`src/rtl/rpbfc_regs.vh`:
```
// Constants for the reset, park and boot-flash sequencer
`ifndef RPBFC_REGS_VH
`define RPBFC_REGS_VH
`define RPBFC_CLK_HZ       25000000
`define RPBFC_PARK_WIN_US  500
`define RPBFC_PARK_WIN_CYC ((`RPBFC_PARK_WIN_US * (`RPBFC_CLK_HZ / 1000000)))
`define RPBFC_CMD_READ     8'h03
`define RPBFC_CMD_W        8
`define RPBFC_ADDR_W       24
`define RPBFC_BOOT_ADDR    24'h000000
`define RPBFC_DONE_PULSE   4
`define RPBFC_CMD_START    0
`define RPBFC_CMD_LEN      32
`endif

```
`src/rtl/rpbfc_sequencer.v`:
```
// Reset release, park handling and boot-flash loader
`timescale 1ns/1ps
`include "rpbfc_regs.vh"
module rpbfc_sequencer #(
	parameter BOOT_BYTES   = 16,
	parameter PARK_WIN_CYC = `RPBFC_PARK_WIN_CYC
) (
	input  wire       i_clk,
	input  wire       i_rstn,
	input  wire       i_park_n,
	input  wire       i_error,
	input  wire       i_flash_serial_in,
	output reg  [7:0] o_boot_data,
	output reg        o_boot_valid,
	output wire       o_park_active,
	output wire       o_park_late,
	output reg        o_init_done,
	output wire       o_mirror_array_power_enable,
	output wire       o_mirror_array_power_enable_oe,
	output wire       o_light_driver_on,
	output wire       o_light_driver_on_oe,
	output wire       o_light_source_select_lo,
	output wire       o_light_source_select_lo_oe,
	output wire       o_light_source_select_hi,
	output wire       o_light_source_select_hi_oe,
	output wire       o_flash_serial_clock,
	output wire       o_flash_serial_clock_oe,
	output wire       o_flash_serial_out,
	output wire       o_flash_serial_out_oe,
	output wire       o_flash_select_n,
	output wire       o_flash_select_n_oe
);
	// Loader states, binary coded
	// Idle waits for the first edge after reset release
	// Command shifts out the read opcode and start address
	// Data gathers boot bytes, most significant bit first
	// Done holds init-done high for a fixed count
	// Run keeps the flash port quiet and watches for errors
	localparam ST_IDLE = 3'h0;
	localparam ST_CMD  = 3'h1;
	localparam ST_DATA = 3'h2;
	localparam ST_DONE = 3'h3;
	localparam ST_RUN  = 3'h4;
	// Read opcode followed by the boot start address
	localparam [31:0] CMD_WORD = {`RPBFC_CMD_READ, `RPBFC_BOOT_ADDR};

	// Sequencer state and release marker
	reg [2:0]  state_reg;
	reg        rst_seen_reg;

	// Pin synchronisers and their filtered levels
	reg [2:0]  park_sync_reg;
	reg        park_n_reg;
	reg [2:0]  err_sync_reg;
	reg        err_level_reg;

	// Serial engine towards the flash
	reg [31:0] shift_reg;
	reg [5:0]  bit_cnt_reg;
	reg        sclk_reg;
	reg        cs_n_reg;

	// Receive side and counters
	reg [7:0]  rx_reg;
	reg [15:0] byte_cnt_reg;
	reg [2:0]  pulse_cnt_reg;

	// Park window watch
	reg [31:0] win_cnt_reg;
	reg        late_reg;
	wire       drive_en;
	wire       err_rise;

	// All pin drivers released while reset is low
	// Enables rise one edge after release, so the board pulls
	// still define the pins during that first cycle
	assign drive_en = rst_seen_reg;
	assign o_mirror_array_power_enable_oe = drive_en;
	assign o_light_driver_on_oe           = drive_en;
	assign o_light_source_select_lo_oe    = drive_en;
	assign o_light_source_select_hi_oe    = drive_en;
	assign o_flash_serial_clock_oe        = drive_en;
	assign o_flash_serial_out_oe          = drive_en;
	assign o_flash_select_n_oe            = drive_en;

	// Mirror power and light drive only when running and not parked
	// Kept combinational so the filtered park level cuts drive with no further flop
	// Light selects are not used by this block and stay low
	assign o_park_active = ~park_n_reg;
	assign o_park_late   = late_reg;
	assign o_mirror_array_power_enable = (state_reg == ST_RUN) & park_n_reg;
	assign o_light_driver_on           = (state_reg == ST_RUN) & park_n_reg;
	assign o_light_source_select_lo    = 1'b0;
	assign o_light_source_select_hi    = 1'b0;
	assign o_flash_serial_clock = sclk_reg;
	assign o_flash_serial_out   = shift_reg[31];
	assign o_flash_select_n     = cs_n_reg;

	// Pin inputs: three flops, change accepted when stages two and three agree
	// Stage one is never read directly, it may still be metastable
	// The agreeing pair filters one-cycle glitches on the pins
	assign err_rise = (err_sync_reg[2:1] == 2'b11) & ~err_level_reg;
	always @(posedge i_clk) begin
		if (!i_rstn) begin
			park_sync_reg <= 3'h0;
			park_n_reg    <= 1'b0;
			err_sync_reg  <= 3'h0;
			err_level_reg <= 1'b0;
		end else begin
			park_sync_reg <= {park_sync_reg[1:0], i_park_n};
			err_sync_reg  <= {err_sync_reg[1:0], i_error};
			if (park_sync_reg[2] == park_sync_reg[1])
				park_n_reg <= park_sync_reg[2];
			if (err_sync_reg[2] == err_sync_reg[1])
				err_level_reg <= err_sync_reg[2];
		end
	end

	// Park window watch: host should release park soon after reset release
	// Counts from release whatever park does, then judges park once
	// A later park for power-down must not raise the late flag
	// The flag is advisory and sticky until the next reset
	always @(posedge i_clk) begin
		if (!i_rstn) begin
			win_cnt_reg <= 32'h0;
			late_reg    <= 1'b0;
		end else if (win_cnt_reg < PARK_WIN_CYC) begin
			win_cnt_reg <= win_cnt_reg + 32'h1;
		end else if (win_cnt_reg == PARK_WIN_CYC) begin
			late_reg    <= ~park_n_reg;
			win_cnt_reg <= win_cnt_reg + 32'h1;
		end
	end

	// Flash loader; serial clock is system clock divided by two
	// Mode 0: data launched on falling, sampled on rising clock
	// One load per reset, nothing restarts it afterwards
	always @(posedge i_clk) begin
		if (!i_rstn) begin
			state_reg     <= ST_IDLE;
			rst_seen_reg  <= 1'b0;
			shift_reg     <= 32'h0;
			bit_cnt_reg   <= 6'h0;
			sclk_reg      <= 1'b0;
			cs_n_reg      <= 1'b1;
			rx_reg        <= 8'h0;
			byte_cnt_reg  <= 16'h0;
			pulse_cnt_reg <= 3'h0;
			o_init_done   <= 1'b0;
			o_boot_data   <= 8'h0;
			o_boot_valid  <= 1'b0;
		end else begin
			rst_seen_reg <= 1'b1;
			o_boot_valid <= 1'b0;
			case (state_reg)
			ST_IDLE: begin
				// Edge of reset release starts configuration
				if (!rst_seen_reg) begin
					state_reg   <= ST_CMD;
					cs_n_reg    <= 1'b0;
					shift_reg   <= CMD_WORD;
					bit_cnt_reg <= 6'h0;
				end
			end
			ST_CMD: begin
				// Shift on the falling serial clock edge
				// The flash sees each bit one system clock cycle, half a serial clock, before it samples
				sclk_reg <= ~sclk_reg;
				if (sclk_reg) begin
					shift_reg <= {shift_reg[30:0], 1'b0};
					if (bit_cnt_reg == 6'h1F) begin
						bit_cnt_reg <= 6'h0;
						state_reg   <= ST_DATA;
					end else
						bit_cnt_reg <= bit_cnt_reg + 6'h1;
				end
			end
			ST_DATA: begin
				sclk_reg <= ~sclk_reg;
				// Sample on rising serial clock
				if (!sclk_reg) begin
					rx_reg <= {rx_reg[6:0], i_flash_serial_in};
					if (bit_cnt_reg == 6'h07) begin
						bit_cnt_reg  <= 6'h0;
						o_boot_data  <= {rx_reg[6:0], i_flash_serial_in};
						o_boot_valid <= 1'b1;
						byte_cnt_reg <= byte_cnt_reg + 16'h1;
					end else
						bit_cnt_reg <= bit_cnt_reg + 6'h1;
				end else if (byte_cnt_reg == BOOT_BYTES[15:0]) begin
					// Close on the falling edge after the last byte
					cs_n_reg      <= 1'b1;
					state_reg     <= ST_DONE;
					o_init_done   <= 1'b1;
					pulse_cnt_reg <= 3'h0;
				end
			end
			ST_DONE: begin
				// Init-done stands a fixed count, then run begins
				// Errors whose filtered level rises here are never flagged, not even in run
				pulse_cnt_reg <= pulse_cnt_reg + 3'h1;
				if (pulse_cnt_reg == `RPBFC_DONE_PULSE - 1) begin
					o_init_done <= 1'b0;
					state_reg   <= ST_RUN;
				end
			end
			ST_RUN: begin
				// Errors reuse init-done as a short pulse
				// One cycle per rising error level, so a held error flags once
				cs_n_reg <= 1'b1;
				sclk_reg <= 1'b0;
				o_init_done <= err_rise;
			end
			// Unused codes fall back to idle
			default: state_reg <= ST_IDLE;
			endcase
		end
	end
endmodule

```
`config.mk`:
```
export PLATFORM = sky130hd
export DESIGN_NAME = rpbfc_sequencer
export DESIGN_NICKNAME = d
export VERILOG_FILES = /design/src/rtl/rpbfc_sequencer.v
export VERILOG_INCLUDE_DIRS = /design/src /design/src/rtl
export SDC_FILE = /design/constraint.sdc
export NUM_CORES = 1
export LEC_CHECK = 0
export ABC_AREA = 1
export ABC_CLOCK_PERIOD_IN_PS = 1900
export BUFFER_PORTS_ARGS = -buffer_cell sky130_fd_sc_hd__buf_2
export CORE_ASPECT_RATIO = 0.7
export CORE_MARGIN = 3
export CORE_UTILIZATION = 45
export CTS_BUF_LIST = sky130_fd_sc_hd__clkbuf_4 sky130_fd_sc_hd__clkbuf_8
export DETAILED_ROUTE_END_ITERATION = 7
export GPL_ROUTABILITY_DRIVEN = 0
export GPL_TIMING_DRIVEN = 0
export SYNTH_ARGS = -nofsm -noshare
export SYNTH_HDL_FRONTEND = slang
export SYNTH_SLANG_ARGS = --single-unit
```
`constraint.sdc`:
```
create_clock -name i_clk -period 1.9 [get_ports i_clk]
set_clock_uncertainty 0.05 [all_clocks]
set_input_delay 0.285 -clock i_clk [delete_from_list [all_inputs] [get_ports i_clk]]
set_output_delay 0.285 -clock i_clk [all_outputs]
set_load 0.005 [all_outputs]
```
After elaboration in Yosys (flattened, before gate mapping)
Index checks and enable logic that the tools add are counted.
{"block": "totals", "elab_cells": 100, "input_bits": 5, "register_bits": 121, "output_inout_bits": 26}
{"block": "classes", "reduce_logical": 19, "n_addsub": 4, "n_mux": 30, "magnitude_cmp": 1, "n_bitwise": 9, "n_eq_ne": 19}
{"op": "2-to-1 mux 32 bit", "n": 4}
{"op": "one-hot mux 32 bit (2 select lines)", "n": 1}
{"op": "adder 32 x 1 -> 32 bit (second input constant)", "n": 1}
{"op": "equality test 32 x 14 -> 1 bit (second input constant)", "n": 1}
{"op": "< comparator 32 x 14 -> 1 bit (second input constant)", "n": 1}
{"op": "2-to-1 mux 6 bit", "n": 5}
{"op": "2-to-1 mux 3 bit", "n": 8}
{"op": "one-hot mux 6 bit (3 select lines)", "n": 1}
{"op": "adder 16 x 1 -> 16 bit (second input constant)", "n": 1}
{"op": "equality test 16 x 5 -> 1 bit (second input constant)", "n": 1}
{"op": "one-hot mux 3 bit (5 select lines)", "n": 1}
{"op": "!= test 2 bit (second input constant)", "n": 7}
{"op": "AND reduction 4 bit", "n": 3}
{"op": "equality test 3 x 2 -> 1 bit (second input constant)", "n": 3}
{"op": "AND reduction 3 bit", "n": 3}
{"op": "nonzero test 3 bit", "n": 3}
{"op": "nonzero test 2 bit", "n": 4}
{"op": "inverter 1 bit", "n": 7}
{"op": "AND reduction 7 bit", "n": 1}
{"op": "adder 6 x 1 -> 6 bit (second input constant)", "n": 1}
{"op": "equality test 6 x 3 -> 1 bit (second input constant)", "n": 1}
{"op": "equality test 6 x 5 -> 1 bit (second input constant)", "n": 1}
{"op": "2-to-1 mux 1 bit", "n": 6}
{"op": "one-hot mux 1 bit (3 select lines)", "n": 2}
{"op": "other kinds (12)", "n": 15}

Logic depth before layout (Yosys ltp)
{"block": "depth", "depth_word": 4, "mapped_depth": 11, "ltp_nobuf": 10}

Least setup slack after synthesis
Ideal clock, no wire load.
{"block": "synth_timing", "path_type": "flip-flop to flip-flop", "startpoint": "register win_cnt_reg[0]", "endpoint": "register win_cnt_reg[13]", "setup_ps": 70, "slack_ps": 460, "synth_period_minus_slack_ps": 1440, "t_required_ps": 1780, "arrival_ps": 1320, "path_buffers": 1, "path_stages_with_launch": 11, "cell_sequence": "dfxtp_1 inv_1 ha_1 nand2_1 nor2_1 nand3_1 nor2_1 nand2_1 buf_2 nand3_1 a21oi_1"}
{"block": "synth_via", "elab_chain_len": 3, "word_cells_on_any_way": 6, "classes_between": "add/sub (1); order compare (1); eq/ne (1); mux (2); reduce/logical (1)"}
{"item": "start, declared", "line": "rpbfc_sequencer.v:69", "text": "reg [31:0] win_cnt_reg;"}
{"item": "start signal, assigned", "line": "rpbfc_sequencer.v:128", "text": "win_cnt_reg <= win_cnt_reg + 32'h1;"}
{"item": "start signal, assigned", "line": "rpbfc_sequencer.v:131", "text": "win_cnt_reg <= win_cnt_reg + 32'h1;"}
{"item": "adder 32 x 1 -> 32 bit", "line": "rpbfc_sequencer.v:128, rpbfc_sequencer.v:131"}
{"item": "2-to-1 mux 32 bit", "line": "rpbfc_sequencer.v:129", "text": "end else if (win_cnt_reg == PARK_WIN_CYC) begin"}
{"item": "2-to-1 mux 32 bit", "line": "rpbfc_sequencer.v:127", "text": "end else if (win_cnt_reg < PARK_WIN_CYC) begin"}
Parallel ways exist; a longest one is shown, timed or not. The select of a mux whose other input is x is not followed.
A chain may end at the register's enable or synchronous reset.

Worst setup path in the final report
{"block": "layout_timing", "startpoint": "register state_reg[0]", "endpoint": "output o_mirror_array_power_enable"}
{"block": "layout_via", "elab_chain_len": 2}
{"item": "start, declared", "line": "rpbfc_sequencer.v:48", "text": "reg [2:0] state_reg;"}
{"item": "start signal, assigned", "line": "rpbfc_sequencer.v:140", "text": "state_reg <= ST_IDLE;"}
{"item": "start signal, assigned", "line": "rpbfc_sequencer.v:159", "text": "state_reg <= ST_CMD;"}
{"item": "start signal, assigned", "line": "rpbfc_sequencer.v:173", "text": "state_reg <= ST_DATA;"}
{"item": "equality test 3 bit", "line": "rpbfc_sequencer.v:91", "text": "assign o_mirror_array_power_enable = (state_reg == ST_RUN) & park_n_reg;"}
{"item": "AND 1 bit", "line": "rpbfc_sequencer.v:91"}
{"item": "end, declared", "line": "rpbfc_sequencer.v:18", "text": "output wire o_mirror_array_power_enable,"}
No other way between the ends.

==> impl_metrics.tcl <==
set metrics [dict create \
    worst_setup_path_end_kind "primary output" \
    ys_seq_area_share_pct 43.0 \
    synth-edff-count 0 \
    htree_levels 3 \
    cts.clk_slew.worst_paths_ps 100 \
    power.share.sequential_pct 48.0 \
    grt_max_degree 19 \
    instances_no_fill 815 \
    power.leakage_uw 0.00227 \
    fillers 977 \
    wl_per_cell_um 12.3 \
    post-dp-hpwl_mm 7.53 \
    start_kind "flip-flop" \
    dieArea_um2 11300 \
    tns_ps 0 \
    rsz0062_at_grt "no" \
    place_ws_ps 94.6 \
    synth.area.top_cells "dfxtp_1 43%, nand2_1 13%, inv_1 7.1%, a21oi_1 6.1%, nor2_1 5.9%" \
    critPathRequiredTime_ps 1560 \
    drt_iter0_drc 298 \
    yosysWarnings 0 \
    track_usage_pct 17.9 \
    p_int_uw 3150 \
    yosysMostFrequentCell "nand2_1" \
    routed_wl_mm 10.0 \
    syn_avg_cell_area_um2 7.01 \
    grt_pass1_vias 3494 \
    netlist_instances 645 \
    dp.cells 798 \
    synth_top_area_share_pct 43.0 \
    clock-sinks 97 \
    synth_top_cells_by_count "153 x nand2_1, 97 x dfxtp_1, 85 x inv_1" \
    setup_slack_ps 124 \
    grt_pass1_wl_mm 16.9 \
    multiInputGateArea_um2 2090 \
    yosysTopAreaCell "dfxtp_1" \
    die_y_um 89.9 \
    rows 29 \
    ys.flop_type "dfxtp_1" \
    largest_reg_flops 32 \
    ant_nets 0 \
    swShare_pct 33.5 \
    critPathArrivalTime_ps 1440 \
    p_sw_uw 1590 \
    fin_area_um2 5050 \
    die_x_um 126 \
    seqCellArea_um2 1940 \
    critical_path_class "reg2out" \
    synth.distinct_cells 34 \
    drive_gt1_share_pct 12.3 \
    vias 4004 \
    portBuffers 28 \
    core_um2 9400 \
    drcViolationCount 0 \
    placedInstanceArea_um2 4820 \
    gr-total-overflow 0 \
    worst_slew_pin_slew_ps 597 \
    maxCapViolCount 0 \
    antenna_found_initial 0 \
    min-delay-path-class "in2reg" \
    fmax_mhz 563 \
    final_max_slew_viol_count 0 \
    clockBufferDepth 2 \
    period_share_pct 93.5 \
    p_comb_share_pct 22.2 \
    layout_min_cycle_time_ps 1780 \
    ys_ff_latch 97 \
    ios 31 \
    postCtsSetupRepairBufs 0 \
    finalNetCount 699 \
    viasPerCell 4.91 \
    power_density_nw_per_um2 939 \
    cts_tree "done" \
    relSlewSlack_pct 60.2 \
    status "complete, no violations" \
    power.total_uw 4740 \
    clkPwrFrac_pct 29.8 \
    clockRootBuffer "clkbuf_8" \
    clkLatencyLatePin_ps 370 \
    initial_core_util_pct 48.1 \
    setup_viol 0 \
    area_growth_pct 11.8 \
    crit_fanout 10 \
    hold_viol 0 \
    syn_area_um2 4520 \
    dr.pass1.iters 5 \
    cts_buffers 9 \
    ir_worst_vdd_uv 567 \
    synth-async-reset-ratio_pct 0 \
    insertedDiodeCount 0 \
]
==> repair_timing <==
action	CTS	global route
endpoints found under the setup margin	1	12
gates resized for setup	1	4
hold buffers	1	0
hold endpoints to repair	1	0
==> critical path: stages (launching register included) <==
cell and delay, ps:
dfxtp_1 320, buf_6 130, nor2_2 140, nand2_2 130, nor2_2 140, buf_4 110
buf_2 100
==> layer usage <==
layer  vias to the layer above  track usage (%)  routed length [um]
met3                        12             4.50                 489
met2                        81             25.0                4010
met1                      1797             27.8                5430
li1                       2114                -                   -
met4                         0             3.48                  86
met5                         -                0                   0
==> power groups by stage <==
stage / Clock [uW] / Sequential, uW / Combinational (uW)
after floorplan: 0 / 2300 / 793
after global routing: 1540 / 2290 / 1200
after CTS: 1460 / 2270 / 1040
after global placement: 0 / 2310 / 1020
final: 1410 / 2280 / 1050
after detailed placement: 0 / 2320 / 1030
==> placed cells by master, fill, tap and decap left out, types with 2 or more instances in the layout <==
| cell | n |
|---|---|
| a211oi_1 | 2 |
| a21oi_1 | 55 |
| buf_2 | 31 |
| buf_4 | 11 |
| buf_6 | 3 |
| clkbuf_1 | 10 |
| clkbuf_8 | 9 |
| clkinv_2 | 2 |
| conb_1 | 2 |
| dfxtp_1 | 97 |
| ha_1 | 8 |
| inv_1 | 85 |
| inv_2 | 4 |
| inv_6 | 3 |
| nand2_1 | 151 |
| nand2_2 | 3 |
| nand2_4 | 4 |
| nand3_1 | 52 |
| nand4_1 | 13 |
| nor2_1 | 69 |
| nor2_2 | 6 |
| nor2_4 | 3 |
| nor3_1 | 15 |
| o21ai_0 | 18 |
| o21ai_1 | 10 |
| xnor2_1 | 3 |
| xor2_1 | 9 |
==> per-stage QoR <==
| step | hold slack [ps] | util [%] |
|---|---|---|
| after floorplan | 263 | - |
| after global placement | 348 | 51.3 |
| after detailed placement | 345 | 51.3 |
| after CTS | 20.0 | 53.7 |
| after global routing | 31.1 | 53.8 |
| final | 40.9 | 53.8 |
==> worst paths after layout <==
path / from / end / slack [ps] / depth (start not counted)
max: state_reg[0] / o_mirror_array_power_enable / 120 / 6
min: i_park_n / park_sync_reg[0] / 40 / 3
max reg2reg: bit_cnt_reg[0] / state_reg[2] / 220 / 9
min reg2reg: park_sync_reg[0] / park_sync_reg[1] / 370 / 2
==> cells by family after synthesis <==
family	after synthesis	synth area share, %
AOI/OAI and AO/OA	90	10.3
other	1	0.0830
DFF	97	43.0
buffers and inverters	117	11.2
adders and majority gates	8	2.21
xor gates and xnor gates	12	2.33
and+or+nand+nor	320	30.9
==> area by class of cell <==
class,instances,area share [%]
repair buffers,29,2.97
inverters,90,6.71
well taps,124,3.07
clock buffers,9,2.45
multi-input cells,432,41.3
flip-flops and latches,97,38.4
plain buffers,27,3.34
clock inverters,7,1.71
(Power assumes the default switching activity.)
